### config.mk
export PLATFORM = sky130hd
export DESIGN_NAME = sadcs_top
export DESIGN_NICKNAME = d
export VERILOG_FILES = /design/src/core/sadcs_clkgen.v /design/src/core/sadcs_top.v
export VERILOG_INCLUDE_DIRS = /design/src /design/src/core
export SDC_FILE = /design/constraint.sdc
export NUM_CORES = 1
export LEC_CHECK = 0
export BUFFER_PORTS_ARGS = -buffer_cell sky130_fd_sc_hd__buf_2
export CORE_MARGIN = 2
export CORE_UTILIZATION = 55
export CTS_CLUSTER_DIAMETER = 40
export DETAILED_ROUTE_END_ITERATION = 8
export PLACE_DENSITY = 0.75
export SLEW_MARGIN = 20
export SYNTH_ARGS = -nofsm -noshare
export SYNTH_HDL_FRONTEND = slang
export SYNTH_HIERARCHICAL = 1
export SYNTH_SLANG_ARGS = --single-unit
### constraint.sdc
create_clock -name i_clock -period 4.1 [get_ports i_clock]
set_clock_uncertainty 0.2 [all_clocks]
set_input_delay 0.41 -clock i_clock [delete_from_list [all_inputs] [get_ports i_clock]]
set_output_delay 0.41 -clock i_clock [all_outputs]
set_load 0.02 [all_outputs]
### src/core/sadcs_map.vh
// Register indices, field positions, reset values and counts of the converter sequencer.
`ifndef SADCS_MAP_VH
`define SADCS_MAP_VH
// Word indices; the byte address is four times the index.
`define SADCS_IDX_RES_LAST 4'h7
`define SADCS_IDX_CTRL 4'h8
`define SADCS_IDX_CHEN 4'h9
`define SADCS_IDX_CMP 4'hA
`define SADCS_IDX_STAT 4'hB
`define SADCS_IDX_CAL 4'hC
`define SADCS_IDX_CSEL 4'hD
`define SADCS_IDX_CDIV 4'hE
// Result word fields.
`define SADCS_RES_VALID 16
`define SADCS_RES_OVR 17
// Control word fields.
`define SADCS_CTRL_IE 0
`define SADCS_CTRL_MODE_LO 1
`define SADCS_CTRL_MODE_HI 2
`define SADCS_CTRL_DIFF 3
`define SADCS_CTRL_TRGEN 4
`define SADCS_CTRL_START 5
// Operating modes.
`define SADCS_MODE_SINGLE 2'h0
`define SADCS_MODE_SCAN 2'h2
`define SADCS_MODE_CONT 2'h3
// Channel enable word fields.
`define SADCS_CHEN_SRC_LO 8
`define SADCS_CHEN_SRC_HI 9
// Compare word fields.
`define SADCS_CMP_VAL_HI 11
`define SADCS_CMP_CH_LO 12
`define SADCS_CMP_CH_HI 14
`define SADCS_CMP_GE 15
`define SADCS_CMP_EN 16
`define SADCS_CMP_IE 17
// Status word fields.
`define SADCS_STAT_END 0
`define SADCS_STAT_CMPF 1
`define SADCS_STAT_BUSY 2
`define SADCS_STAT_CH_LO 3
`define SADCS_STAT_CH_HI 5
// Calibration word fields.
`define SADCS_CAL_EN 0
`define SADCS_CAL_DONE 1
// Clock select and divider fields.
`define SADCS_CSEL_LO 2
`define SADCS_CSEL_HI 3
`define SADCS_CDIV_LO 16
`define SADCS_CDIV_HI 23
// Calibration length in converter clocks, and last count value.
`define SADCS_CAL_CLOCKS 7'h7F
`define SADCS_CAL_LAST 7'h7E
// Bus answers and reset values.
`define SADCS_RESP_OKAY 2'h0
`define SADCS_RESP_SLVERR 2'h2
`define SADCS_ZERO32 32'h00000000
`endif

### src/core/sadcs_clkgen.v
// Converter clock generator: source select and divide-by-(N+1) prescaler.
`timescale 1ns/1ns
module sadcs_clkgen (
  input wire i_clock,
  input wire i_sys_rst,
  input wire i_clk_en,
  input wire [3:0] i_src_tick,
  input wire [1:0] i_src_sel,
  input wire [7:0] i_divider,
  output reg o_tick
);

  reg [7:0] count_reg;
  wire src_tick = i_src_tick[i_src_sel];

  ////////////////////////////////////////////////////////////////////////////
  // One converter clock per divider+1 ticks of the chosen source.
  // A divider of zero passes every source tick; a source running at the
  // bus rate then gives a converter clock as fast as the bus itself.
  always @(posedge i_clock)
  begin
    if (i_sys_rst)
    begin
      count_reg <= 8'h00;
      o_tick <= 1'b0;
    end
    else if (i_clk_en)
    begin
      o_tick <= 1'b0;
      if (src_tick)
      begin
        if (count_reg >= i_divider)
        begin
          count_reg <= 8'h00;
          o_tick <= 1'b1;
        end
        else
          count_reg <= count_reg + 8'h01;
      end
    end
  end

endmodule

### src/core/sadcs_top.v
// Sequencer and register file for an eight-channel 12-bit SAR converter.
// Contract
// - One 12-bit converter, eight input channels.
// - Three modes: single, scan, continuous scan.
// - Start by software bit or trigger pin.
// - Single mode converts one channel, then stops.
// - Scan converts enabled channels ascending once.
// - Continuous scan repeats until software halts.
// - Per-channel result with valid and overrun.
// - Compare results; optional compare interrupt.
// - Channel 7 source: pin, bandgap, sensor.
// - Eight single-ended or four differential inputs.
// - Calibration lasts 127 converter clocks, sets done.
// - Two-bit field selects one of four sources.
// - Converter clock is source over divider+1.
// - Hardware clears start bit at sequence end.
// - End flag set; interrupt when enabled.
// - Single mode uses lowest enabled channel only.
//
// The placing of the registers and register access over AXI4-Lite are this design's own decisions.
`timescale 1ns/1ns
`include "sadcs_map.vh"
module sadcs_top (
  input wire i_clock,
  input wire i_sys_rst,
  input wire i_clk_en,
  input wire [7:0] i_s_axi_awaddr,
  input wire i_s_axi_awvalid,
  output reg o_s_axi_awready,
  input wire [31:0] i_s_axi_wdata,
  input wire [3:0] i_s_axi_wstrb,
  input wire i_s_axi_wvalid,
  output reg o_s_axi_wready,
  output reg [1:0] o_s_axi_bresp,
  output reg o_s_axi_bvalid,
  input wire i_s_axi_bready,
  input wire [7:0] i_s_axi_araddr,
  input wire i_s_axi_arvalid,
  output reg o_s_axi_arready,
  output reg [31:0] o_s_axi_rdata,
  output reg [1:0] o_s_axi_rresp,
  output reg o_s_axi_rvalid,
  input wire i_s_axi_rready,
  input wire [3:0] i_src_tick,
  input wire i_ext_trigger_pin,
  input wire i_adc_done,
  input wire [11:0] i_adc_data,
  output reg o_adc_tick,
  output reg o_adc_start,
  output reg [2:0] o_adc_chsel,
  output reg [1:0] o_adc_ch7_src,
  output reg o_adc_diff,
  output reg o_adc_calib,
  output reg o_conv_irq
);

  localparam [3:0] ST_IDLE = 4'h1;
  localparam [3:0] ST_ARM = 4'h2;
  localparam [3:0] ST_CONV = 4'h4;
  localparam [3:0] ST_CAL = 4'h8;

  reg [3:0] state_reg;
  reg [5:0] ctrl_reg;
  reg [9:0] chen_reg;
  reg [17:0] cmp_reg;
  reg end_flag_reg;
  reg cmp_flag_reg;
  reg calib_enable_reg;
  reg cal_done_reg;
  reg [6:0] cal_cnt_reg;
  reg [1:0] csel_reg;
  reg [7:0] cdiv_reg;
  reg [2:0] chan_reg;
  reg trig_last_reg;
  reg [11:0] res_data_reg [0:7];
  reg [7:0] res_valid_reg;
  reg [7:0] res_ovr_reg;
  reg [31:0] wr_word;
  reg [31:0] wr_mask;
  reg low_found;
  reg [2:0] low_ch;
  reg nxt_found;
  reg [2:0] nxt_ch;
  integer k;

  wire conv_tick;
  wire [3:0] aw_idx = i_s_axi_awaddr[5:2];
  wire [3:0] ar_idx = i_s_axi_araddr[5:2];
  wire wr_fire = i_clk_en & o_s_axi_awready & i_s_axi_awvalid & i_s_axi_wvalid;
  wire rd_fire = i_clk_en & o_s_axi_arready & i_s_axi_arvalid;
  wire wr_hit = ~i_s_axi_awaddr[7] & ~i_s_axi_awaddr[6] & (aw_idx != 4'hF);
  wire rd_hit = ~i_s_axi_araddr[7] & ~i_s_axi_araddr[6] & (ar_idx != 4'hF);
  wire [1:0] mode = ctrl_reg[`SADCS_CTRL_MODE_HI:`SADCS_CTRL_MODE_LO];
  wire start_bit = ctrl_reg[`SADCS_CTRL_START];
  wire store_now = i_clk_en & state_reg[2] & i_adc_done;
  wire rd_res_clr = rd_fire & rd_hit & (ar_idx <= `SADCS_IDX_RES_LAST);
  wire [11:0] cmp_val = cmp_reg[`SADCS_CMP_VAL_HI:0];
  wire cmp_ge = i_adc_data >= cmp_val;
  // Compare against the channel just converted, in the chosen direction.
  // compare on store
  wire cmp_hit = store_now & cmp_reg[`SADCS_CMP_EN]
    & (chan_reg == cmp_reg[`SADCS_CMP_CH_HI:`SADCS_CMP_CH_LO])
    & (cmp_ge == cmp_reg[`SADCS_CMP_GE]);
  wire trig_rise = ctrl_reg[`SADCS_CTRL_TRGEN] & i_ext_trigger_pin & ~trig_last_reg;

  //////////////////////////////////////////////////////////////////////////////
  // Converter clock generator.
  // divided converter clock
  sadcs_clkgen u_clkgen (
    .i_clock(i_clock),
    .i_sys_rst(i_sys_rst),
    .i_clk_en(i_clk_en),
    .i_src_tick(i_src_tick),
    .i_src_sel(csel_reg),
    .i_divider(cdiv_reg),
    .o_tick(conv_tick)
  );

  //////////////////////////////////////////////////////////////////////////////
  // Register read view; also the old value for byte-lane merges on write.
  function [31:0] reg_view;
    input [3:0] idx;
    begin
      reg_view = `SADCS_ZERO32;
      case (idx)
        `SADCS_IDX_CTRL: reg_view[5:0] = ctrl_reg;
        `SADCS_IDX_CHEN: reg_view[9:0] = chen_reg;
        `SADCS_IDX_CMP: reg_view[17:0] = cmp_reg;
        `SADCS_IDX_STAT:
        begin
          reg_view[`SADCS_STAT_END] = end_flag_reg;
          reg_view[`SADCS_STAT_CMPF] = cmp_flag_reg;
          reg_view[`SADCS_STAT_BUSY] = ~state_reg[0];
          reg_view[`SADCS_STAT_CH_HI:`SADCS_STAT_CH_LO] = chan_reg;
        end
        `SADCS_IDX_CAL:
        begin
          reg_view[`SADCS_CAL_EN] = calib_enable_reg;
          reg_view[`SADCS_CAL_DONE] = cal_done_reg;
        end
        `SADCS_IDX_CSEL: reg_view[`SADCS_CSEL_HI:`SADCS_CSEL_LO] = csel_reg;
        `SADCS_IDX_CDIV: reg_view[`SADCS_CDIV_HI:`SADCS_CDIV_LO] = cdiv_reg;
        default:
        begin
          if (idx <= `SADCS_IDX_RES_LAST)
          begin
            reg_view[11:0] = res_data_reg[idx[2:0]];
            reg_view[`SADCS_RES_VALID] = res_valid_reg[idx[2:0]];
            reg_view[`SADCS_RES_OVR] = res_ovr_reg[idx[2:0]];
          end
        end
      endcase
    end
  endfunction

  //////////////////////////////////////////////////////////////////////////////
  // Merge write data into the old value under the byte strobes.
  always @*
  begin
    wr_mask = {{8{i_s_axi_wstrb[3]}}, {8{i_s_axi_wstrb[2]}},
               {8{i_s_axi_wstrb[1]}}, {8{i_s_axi_wstrb[0]}}};
    wr_word = (reg_view(aw_idx) & ~wr_mask) | (i_s_axi_wdata & wr_mask);
  end

  //////////////////////////////////////////////////////////////////////////////
  // Lowest enabled channel, and the next enabled one above the current.
  // ascending channel search
  always @*
  begin
    low_found = 1'b0;
    low_ch = 3'h0;
    nxt_found = 1'b0;
    nxt_ch = 3'h0;
    for (k = 7; k >= 0; k = k - 1)
    begin
      if (chen_reg[k])
      begin
        low_found = 1'b1;
        low_ch = k[2:0];
        if (k[2:0] > chan_reg)
        begin
          nxt_found = 1'b1;
          nxt_ch = k[2:0];
        end
      end
    end
  end

  //////////////////////////////////////////////////////////////////////////////
  // Result storage: one word per channel. A new result over one still
  // unread marks overrun; reading the word clears both indicators, but a
  // result landing in the same cycle wins over the read.
  genvar g;
  generate
    for (g = 0; g < 8; g = g + 1)
    begin : g_res
      wire hit_store = store_now & (chan_reg == g);
      wire hit_read = rd_res_clr & (ar_idx[2:0] == g);
      always @(posedge i_clock)
      begin
        if (i_sys_rst)
        begin
          res_data_reg[g] <= 12'h000;
          res_valid_reg[g] <= 1'b0;
          res_ovr_reg[g] <= 1'b0;
        end
        else if (hit_store)
        begin
          res_data_reg[g] <= i_adc_data;
          res_valid_reg[g] <= 1'b1;
          res_ovr_reg[g] <= res_valid_reg[g];
        end
        else if (hit_read)
        begin
          res_valid_reg[g] <= 1'b0;
          res_ovr_reg[g] <= 1'b0;
        end
      end
    end
  endgenerate

  //////////////////////////////////////////////////////////////////////////////
  // Bus handshake: one write and one read at a time; unmapped gets SLVERR.
  always @(posedge i_clock)
  begin
    if (i_sys_rst)
    begin
      o_s_axi_awready <= 1'b0;
      o_s_axi_wready <= 1'b0;
      o_s_axi_bvalid <= 1'b0;
      o_s_axi_bresp <= `SADCS_RESP_OKAY;
      o_s_axi_arready <= 1'b0;
      o_s_axi_rvalid <= 1'b0;
      o_s_axi_rresp <= `SADCS_RESP_OKAY;
      o_s_axi_rdata <= `SADCS_ZERO32;
    end
    else if (i_clk_en)
    begin
      o_s_axi_awready <= 1'b0;
      o_s_axi_wready <= 1'b0;
      o_s_axi_arready <= 1'b0;
      if (wr_fire)
      begin
        o_s_axi_bvalid <= 1'b1;
        o_s_axi_bresp <= wr_hit ? `SADCS_RESP_OKAY : `SADCS_RESP_SLVERR;
      end
      else if (o_s_axi_bvalid)
      begin
        if (i_s_axi_bready)
          o_s_axi_bvalid <= 1'b0;
      end
      else if (i_s_axi_awvalid & i_s_axi_wvalid & ~o_s_axi_awready)
      begin
        o_s_axi_awready <= 1'b1;
        o_s_axi_wready <= 1'b1;
      end
      if (rd_fire)
      begin
        o_s_axi_rvalid <= 1'b1;
        o_s_axi_rdata <= reg_view(ar_idx);
        o_s_axi_rresp <= rd_hit ? `SADCS_RESP_OKAY : `SADCS_RESP_SLVERR;
      end
      else if (o_s_axi_rvalid)
      begin
        if (i_s_axi_rready)
          o_s_axi_rvalid <= 1'b0;
      end
      else if (i_s_axi_arvalid & ~o_s_axi_arready)
        o_s_axi_arready <= 1'b1;
    end
  end

  //////////////////////////////////////////////////////////////////////////////
  // Control registers and the conversion sequencer. Flags that hardware
  // sets are cleared by writing one; a set in the same cycle wins.
  // reset to idle
  always @(posedge i_clock)
  begin
    if (i_sys_rst)
    begin
      state_reg <= ST_IDLE;
      ctrl_reg <= 6'h00;
      chen_reg <= 10'h000;
      cmp_reg <= 18'h00000;
      end_flag_reg <= 1'b0;
      cmp_flag_reg <= 1'b0;
      calib_enable_reg <= 1'b0;
      cal_done_reg <= 1'b0;
      cal_cnt_reg <= 7'h00;
      csel_reg <= 2'h0;
      cdiv_reg <= 8'h00;
      chan_reg <= 3'h0;
      trig_last_reg <= 1'b0;
      o_adc_tick <= 1'b0;
      o_adc_start <= 1'b0;
      o_adc_chsel <= 3'h0;
      o_adc_ch7_src <= 2'h0;
      o_adc_diff <= 1'b0;
      o_adc_calib <= 1'b0;
      o_conv_irq <= 1'b0;
    end
    else if (i_clk_en)
    begin
      trig_last_reg <= i_ext_trigger_pin;
      o_adc_tick <= conv_tick;
      o_adc_start <= 1'b0;
      // Software writes; flag clears come first so hardware sets override.
      if (wr_fire)
      begin
        case (aw_idx)
          `SADCS_IDX_CTRL: ctrl_reg <= wr_word[5:0];
          `SADCS_IDX_CHEN: chen_reg <= wr_word[9:0];
          `SADCS_IDX_CMP: cmp_reg <= wr_word[17:0];
          `SADCS_IDX_STAT:
          begin
            if (wr_word[`SADCS_STAT_END])
              end_flag_reg <= 1'b0;
            if (wr_word[`SADCS_STAT_CMPF])
              cmp_flag_reg <= 1'b0;
          end
          `SADCS_IDX_CAL:
          begin
            if (wr_word[`SADCS_CAL_EN])
            begin
              calib_enable_reg <= 1'b1;
              cal_done_reg <= 1'b0;
            end
          end
          `SADCS_IDX_CSEL: csel_reg <= wr_word[`SADCS_CSEL_HI:`SADCS_CSEL_LO];
          `SADCS_IDX_CDIV: cdiv_reg <= wr_word[`SADCS_CDIV_HI:`SADCS_CDIV_LO];
          default:
          begin
          end
        endcase
      end
      if (trig_rise)
        ctrl_reg[`SADCS_CTRL_START] <= 1'b1;
      if (cmp_hit)
        cmp_flag_reg <= 1'b1;
      case (state_reg)
        ST_IDLE:
        begin
          if (calib_enable_reg)
          begin
            cal_cnt_reg <= 7'h00;
            state_reg <= ST_CAL;
          end
          else if (start_bit)
          begin
            if (low_found)
            begin
              chan_reg <= low_ch;
              state_reg <= ST_ARM;
            end
            else
              ctrl_reg[`SADCS_CTRL_START] <= 1'b0;
          end
        end
        ST_ARM:
        begin
          // Launch on a converter clock so the core sees whole periods.
          if (~start_bit)
            state_reg <= ST_IDLE;
          else if (conv_tick)
          begin
            o_adc_start <= 1'b1;
            state_reg <= ST_CONV;
          end
        end
        ST_CONV:
        begin
          if (i_adc_done)
          begin
            if (mode == `SADCS_MODE_SINGLE)
            begin
              end_flag_reg <= 1'b1;
              ctrl_reg[`SADCS_CTRL_START] <= 1'b0;
              state_reg <= ST_IDLE;
            end
            else if (~start_bit)
              state_reg <= ST_IDLE;
            else if (nxt_found)
            begin
              chan_reg <= nxt_ch;
              state_reg <= ST_ARM;
            end
            else if (mode == `SADCS_MODE_CONT)
            begin
              end_flag_reg <= 1'b1;
              chan_reg <= low_ch;
              state_reg <= ST_ARM;
            end
            else
            begin
              end_flag_reg <= 1'b1;
              ctrl_reg[`SADCS_CTRL_START] <= 1'b0;
              state_reg <= ST_IDLE;
            end
          end
        end
        ST_CAL:
        begin
          if (conv_tick)
          begin
            cal_cnt_reg <= cal_cnt_reg + 7'h01;
            if (cal_cnt_reg == `SADCS_CAL_LAST)
            begin
              cal_done_reg <= 1'b1;
              calib_enable_reg <= 1'b0;
              state_reg <= ST_IDLE;
            end
          end
        end
        default: state_reg <= ST_IDLE;
      endcase
      // Converter-facing levels, registered so the core sees clean pins.
      // channel select out
      o_adc_chsel <= chan_reg;
      o_adc_ch7_src <= chen_reg[`SADCS_CHEN_SRC_HI:`SADCS_CHEN_SRC_LO];
      o_adc_diff <= ctrl_reg[`SADCS_CTRL_DIFF];
      o_adc_calib <= state_reg[3];
      o_conv_irq <= (end_flag_reg & ctrl_reg[`SADCS_CTRL_IE])
        | (cmp_flag_reg & cmp_reg[`SADCS_CMP_IE]);
    end
  end

endmodule

==> run summary, run 1 <==
WP data required: 4370 ps
Slew headroom: 22.5%
register area share after synthesis: 45.7%
CP max FO: 33
PD cells: 394 mW/mm^2
mux cell area share after synthesis: 13.1%
die height: 151 um
Post-Synth Simple-Gate Area: 19.9%
CP startpoint kind: input port
Hold Path Class: input port to flip-flop
Site Rows: 53
ANT cells: 0
Post-CTS Hold Buffers: 24
die width: 151 um
final hold viol count: 0
via count: 9824
adder-cell share of the synthesized area: 2.41%
DRC viols: 0
Tot Pwr: 5.44 mW
Layout Nets: 1386
synth warn: 6
largest family of logic cells by synthesized area: simple AND/OR/NAND/NOR gates
GRT Residual Overflow: 0
post_cts resized: 0
CP Class: input port to flip-flop
area fraction in compound gates after synthesis: 13.4%
first-pass GRT wire length: 50200 um
Netlist Area Pre-Place: 0.0119 sq mm
leakage power: 5.21 nW
CP Data Arrival Time: 3210 ps
placeable core area: 0.0212 sq mm
Starting Density: 56.4%
Buffers on Ports: 105
post-DP HPWL: 22600 um
Top Ports: 129
Num CTS Buffers: 29
Synth Area in XOR/XNOR: 0.588%
Final Slew Violations: 0
clock-pin slew on the worst setup and hold paths: 60 ps
fraction of layout cells with a size suffix above 1: 19.6%
Iter 0 DRT Violations: 1192
All-Layer GR Usage: 28.5%
Max Cap Viol: 0
Synth top area share: 24.2%
Total Wirelength: 32900 um
clk_lat worst skew: 560 ps
largest net degree at the start of global routing: 69
vias in the first global route: 9336
Fin Hold WS: 22.1 ps
CP Capture Type: flip-flop
post-route ant nets: 0
max reg flops: 96
commonest non-fill, non-tap cell in the layout: dfxtp_1
CTS tree: done
fillcell total: 1668
antenna violations before repair: 0
post-layout min period: 2940 ps
worst slew pin tran: 1160 ps
Yosys cell types: 75
RSZ-0062 raised after global routing: false
Final Cycle Share: 71.6%
Synth area leaders: edfxtp_1 24%, dfxtp_1 21%, mux4_2 10%
status: complete, no violations
fraction of registers with async set or reset after synthesis: 0%
syn_area_per_cell: 10.0 sq um
# setup viols final: 0
total die area: 0.0229 sq mm
Max Fclk: 0.341 GHz
Vias per Instance: 6.21
clk root buf: clkbuf_16
Synth Flop Type: dfxtp_1
top cell type by total area after synthesis: edfxtp_1
H-tree depth: 1
Setup Total Neg Slack: 0 ps
Critical Path Slowest Stage Cell: buf_2
#FFs+latches synth: 224
Post-Syn Instances: 1188
routed len/inst: 20.8 um
sink count of the clock tree: 224
CP peak stage delay: 670 ps
Worst VDD drop: 0.000358 V
Final Util: 65.2%
critical path cell sequence: buf_2 -> nor2b_1 -> and2_0 -> buf_4 -> nand3_1 -> dlygate4sd3_1 -> a21oi_1
area added between synthesis and finish: 15.7%
setup bufs post-CTS: 0
number of synthesized flops with an enable pin: 96
maximum clock insertion buffer count: 3
commonest cells after routing, fill and taps aside: 128 x dfxtp_1, 111 x nand2_1, 104 x buf_2
RD Place Congestion: 0.955
drt pass-1 iters: 5
==> path summary, 6_finish.rpt <==
path / startpoint / end / slack [ps] / cells after the start
worst max-delay path: i_s_axi_awaddr[3] / cmp_reg[10]$_SDFFE_PP0P_ / 1160 / 7
worst min-delay path: i_s_axi_wstrb[1] / cmp_reg[11]$_SDFFE_PP0P_ / 20 / 3
worst max register to register: o_s_axi_wready$_SDFFE_PP0P_ / cmp_reg[10]$_SDFFE_PP0P_ / 1250 / 7
worst min register to register: o_s_axi_rdata[12]$_SDFFE_PP0P_ / o_s_axi_rdata[12]$_SDFFE_PP0P_ / 250 / 2
==> cell type report <==
class / instances / area [sq um] / share of cell area, %
Multi-Input combinational cell: 842 / 5920 / 42.9
Inverter: 37 / 139 / 1.01
Clock inverter: 20 / 250 / 1.81
Timing Repair Buffer: 151 / 933 / 6.77
Tap cell: 275 / 344 / 2.49
Sequential cell: 224 / 5450 / 39.5
Clock buffer: 34 / 764 / 5.54
==> cell usage after synthesis (all sizes together) (4+ instances only) <==
cell type,n
dfxtp,128
nand2,112
edfxtp,96
and2,94
a21oi,93
nor2,85
o21ai,61
nand3,60
mux4,55
clkbuf,53
buf,41
inv,35
mux2i,29
ha,23
nor3,21
nor2b,20
a211oi,17
nand2b,14
a31oi,13
a22oi,12
and3,11
nand4,11
a22o,8
nor4,7
o22ai,6
a311oi,5
o211ai,5
xnor2,5
o31ai,4
or4,4
==> report_power, final <==
group          switching (mW)  internal, mW  total [mW]
combinational           0.252         0.155       0.407
sequential             0.0229          2.36        2.39
clock                    1.04          1.61        2.65
==> per-layer routing <==
layer,GRT usage (%),part of all wire [%],wire length (um),vias to the layer above
met2,47.0,47,15400,523
met1,37.3,41,13500,4698
met3,4.91,8.5,2820,84
li1,-,-,-,4519
met5,0,0,0,-
met4,11.8,3.6,1200,0
==> metrics by stage <==
| step | instances | worst slack (ps) | instance area, sq um |
|---|---|---|---|
| 2_1_floorplan | 1197 | 1610 | 12000 |
| 4_1_cts | 1583 | 1260 | 13800 |
| 3_3_place_gp | 1505 | 1100 | 12500 |
| 5_1_grt | 1583 | 984 | 13800 |
| 3_5_place_dp | 1505 | 1120 | 12500 |
| 6_report | 1583 | 1160 | 13800 |
==> logic make-up after synthesis <==
kind of cell | after synthesis
xor gates and xnor gates | 8
buffers and inverters | 131
and+or+nand+nor | 460
DFF | 224
adders and majority gates | 23
AOI/OAI and AO/OA | 254
muxes | 87
other | 1
==> critical path, delay by kind of cell <==
| kind | cells | cell delay (ps) |
|---|---|---|
| buffers and inverters | 3 | 1490 |
| AND/OR/NAND/NOR | 3 | 1170 |
| AO/OA/AOI/OAI | 1 | 110 |
(Power assumes the default switching activity.)
==> run 2, diff against run 1 <==
- clock period: 4.1 -> 2.9 ns (I/O delays scaled with it)
==> run summary, run 2 (synthesis gave the netlist of run 1 again) <==
via count: 10.2k (+3.4%)
fraction of layout cells with a size suffix above 1: 21.7% (+2.1 points)
Total Wirelength: 33800 um (+2.8%)
Final Cycle Share: 93.3%
routed len/inst: 20.7 um (-0.75%)
status: complete, no violations
placeable core area: 0.0212 sq mm (unchanged)
placed inst area: 0.0128 sq mm (+2.1%)
CP Class: input port to flip-flop
H-tree depth: 2 (+1)
Final Slew Violations: 0 (unchanged)
clk root buf: clkbuf_16
clk_lat worst skew: 500 ps (-60 ps)
Slew headroom: 52.8% (+30 points)
clock-pin slew on the worst setup and hold paths: 50 ps (about the same)
vias in the first global route: 9750 (+4.4%)
Vias per Instance: 6.20 (-0.13%)
RSZ-0062 raised after global routing: false
commonest cells after routing, fill and taps aside: 128 x dfxtp_1, 111 x nand2_1, 104 x buf_2
RD Place Congestion: 0.969 (+1.5%)
Setup Total Neg Slack: 0 ps (unchanged)
clock share of power: 51.4% (+2.7 points)
CP max FO: 9 (-73%)
Max Cap Viol: 0 (unchanged)
die height: 151 um (unchanged)
All-Layer GR Usage: 29.9% (+1.4 points)
Cells after DPL: 1538 (+2.2%)
post-DP HPWL: 23100 um (+1.9%)
CP Data Arrival Time: 2920 ps (-290 ps)
maximum clock insertion buffer count: 3 (unchanged)
GRT Residual Overflow: 0 (unchanged)
PD cells: 569 mW/mm^2 (+44%)
first-pass GRT wire length: 52300 um (+4.2%)
final hold viol count: 0 (unchanged)
Fin Hold WS: 9.68 ps (-12.5 ps)
Site Rows: 53 (unchanged)
final non-filler cell area: 0.0144 sq mm (+4.1%)
switching power: 1.95 mW (+49%)
fin cells: 1639 (+3.5%)
setup bufs post-CTS: 0 (unchanged)
sink count of the clock tree: 224 (unchanged)
post-layout min period: 2710 ps
worst slew pin tran: 707 ps (-452 ps)
Buffers on Ports: 105 (unchanged)
Comb pwr share: 7.3% (-0.2 points)
CTS tree: done
WP data required: 3120 ps (-1250 ps)
die width: 151 um (unchanged)
CP dominant cell by count: dlygate4sd3_1
Pint: 6.22 mW (+51%)
Worst VDD drop: 0.000597 V (+67%)
ANT cells: 0 (unchanged)
CP startpoint kind: input port
fillcell total: 1579 (-5.3%)
DRC viols: 0 (unchanged)
Num CTS Buffers: 35 (+21%)
CP Capture Type: flip-flop
Layout Nets: 1440 (+3.9%)
max reg flops: 96 (unchanged)
CP peak stage delay: 580 ps (-90 ps)
largest net degree at the start of global routing: 112 (+62%)
Net Sw Frac: 23.9% (-0.18 points)
Sequential Power Share: 41.3% (-2.6 points)
Hold Path Class: input port to flip-flop
critical path cell sequence: dlygate4sd3_1 -> buf_2 -> nand4_1 -> nor3_1 -> and2_1 -> nand3_1 -> dlygate4sd3_1 -> a21oi_1
leakage power: 5.50 nW (+5.4%)
Iter 0 DRT Violations: 1145 (-3.9%)
# setup viols final: 0 (unchanged)
total die area: 0.0229 sq mm (unchanged)
Sequential Area: 0.00545 sq mm (unchanged)
antenna violations before repair: 0 (unchanged)
Critical Path Slowest Stage Cell: dlygate4sd3_1
Top Ports: 129 (unchanged)
post-route ant nets: 0 (unchanged)
drt pass-1 iters: 5 (unchanged)
crit-path leading delay family: buffers and inverters
commonest non-fill, non-tap cell in the layout: dfxtp_1
area added between synthesis and finish: 20.5%
worst path bufs/invs: 3 (unchanged)
Max Fclk: 0.370 GHz
Starting Density: 56.4% (unchanged)
area of the multi-input gates: 0.00592 sq mm (unchanged)
[run 2: changes by cell type in the layout (fill, tap and decap cells not counted)]
cell           before  now
bufinv_16           4    3
clkbuf_1            3    4
buf_4              23   55
clkbuf_16          29   37
clkbuf_8            2    0
inv_6               7    6
clkinv_4            2    4
dlygate4sd3_1      24   39
buf_12              0    1
clkinv_2            2    3
[run 2: layer usage]
metal / global-route usage [%] / share of wire, % / vias to the layer above
li1: - / - / 4641
met5: 0 / 0 / -
met1: 38.7 / 39 / 4863
met2: 49.8 / 48 / 558
met3: 5.45 / 9.6 / 96
met4: 12.1 / 3.4 / 0
[run 2: cell type report]
cell class	count	share of cell area, %
Clock buffer	41	6.55
Multi-Input combinational cell	842	41.2
Tap cell	275	2.40
Inverter	37	0.967
Timing Repair Buffer	199	9.35
Sequential cell	224	37.9
Clock inverter	21	1.63
[run 2: worst paths after layout]
path | from | to | slack, ps | depth (start not counted)
max reg2reg | o_s_axi_wready$_SDFFE_PP0P_ | cdiv_reg[7]$_SDFFE_PP0P_ | 210 | 6
max | i_s_axi_awvalid | cdiv_reg[7]$_SDFFE_PP0P_ | 190 | 8
min | i_clk_en | o_adc_chsel[0]$_SDFFE_PP0P_ | 10 | 3
min reg2reg | o_s_axi_rdata[20]$_SDFFE_PP0P_ | o_s_axi_rdata[20]$_SDFFE_PP0P_ | 250 | 2
[run 2: power by group through the flow]
stage,logic (mW),clock network (mW),registers [mW]
6_report,0.597,4.20,3.37
5_1_grt,0.641,4.38,3.38
4_1_cts,0.588,4.24,3.37
3_5_place_dp,0.557,0,3.44
3_3_place_gp,0.548,0,3.43
2_1_floorplan,0.357,0,3.43
[run 2: what timing repair did]
action                                  in CTS  in global routing
endpoints found under the hold margin       34                  0
hold buffers                                39                  0
endpoints found under the setup margin       0                  0
resized for setup                            0                  0
[run 2: metrics by stage]
step | setup slack [ps] | utilization [%] | power (mW)
final | 194 | 67.9 | 8.17
after detailed placement | 362 | 60.5 | 3.99
after global placement | 407 | 60.5 | 3.98
after global routing | 122 | 67.9 | 8.40
after CTS | 288 | 67.9 | 8.20
after floorplan | 414 | - | 3.79
[run 2: worst register-to-register path, cell delays in order, from the launching register on]
cell           delay, ps
dfxtp_1              400
nand4_1              230
nor3_1               440
and2_1               460
nand3_1              120
dlygate4sd3_1        580
a21oi_1              180
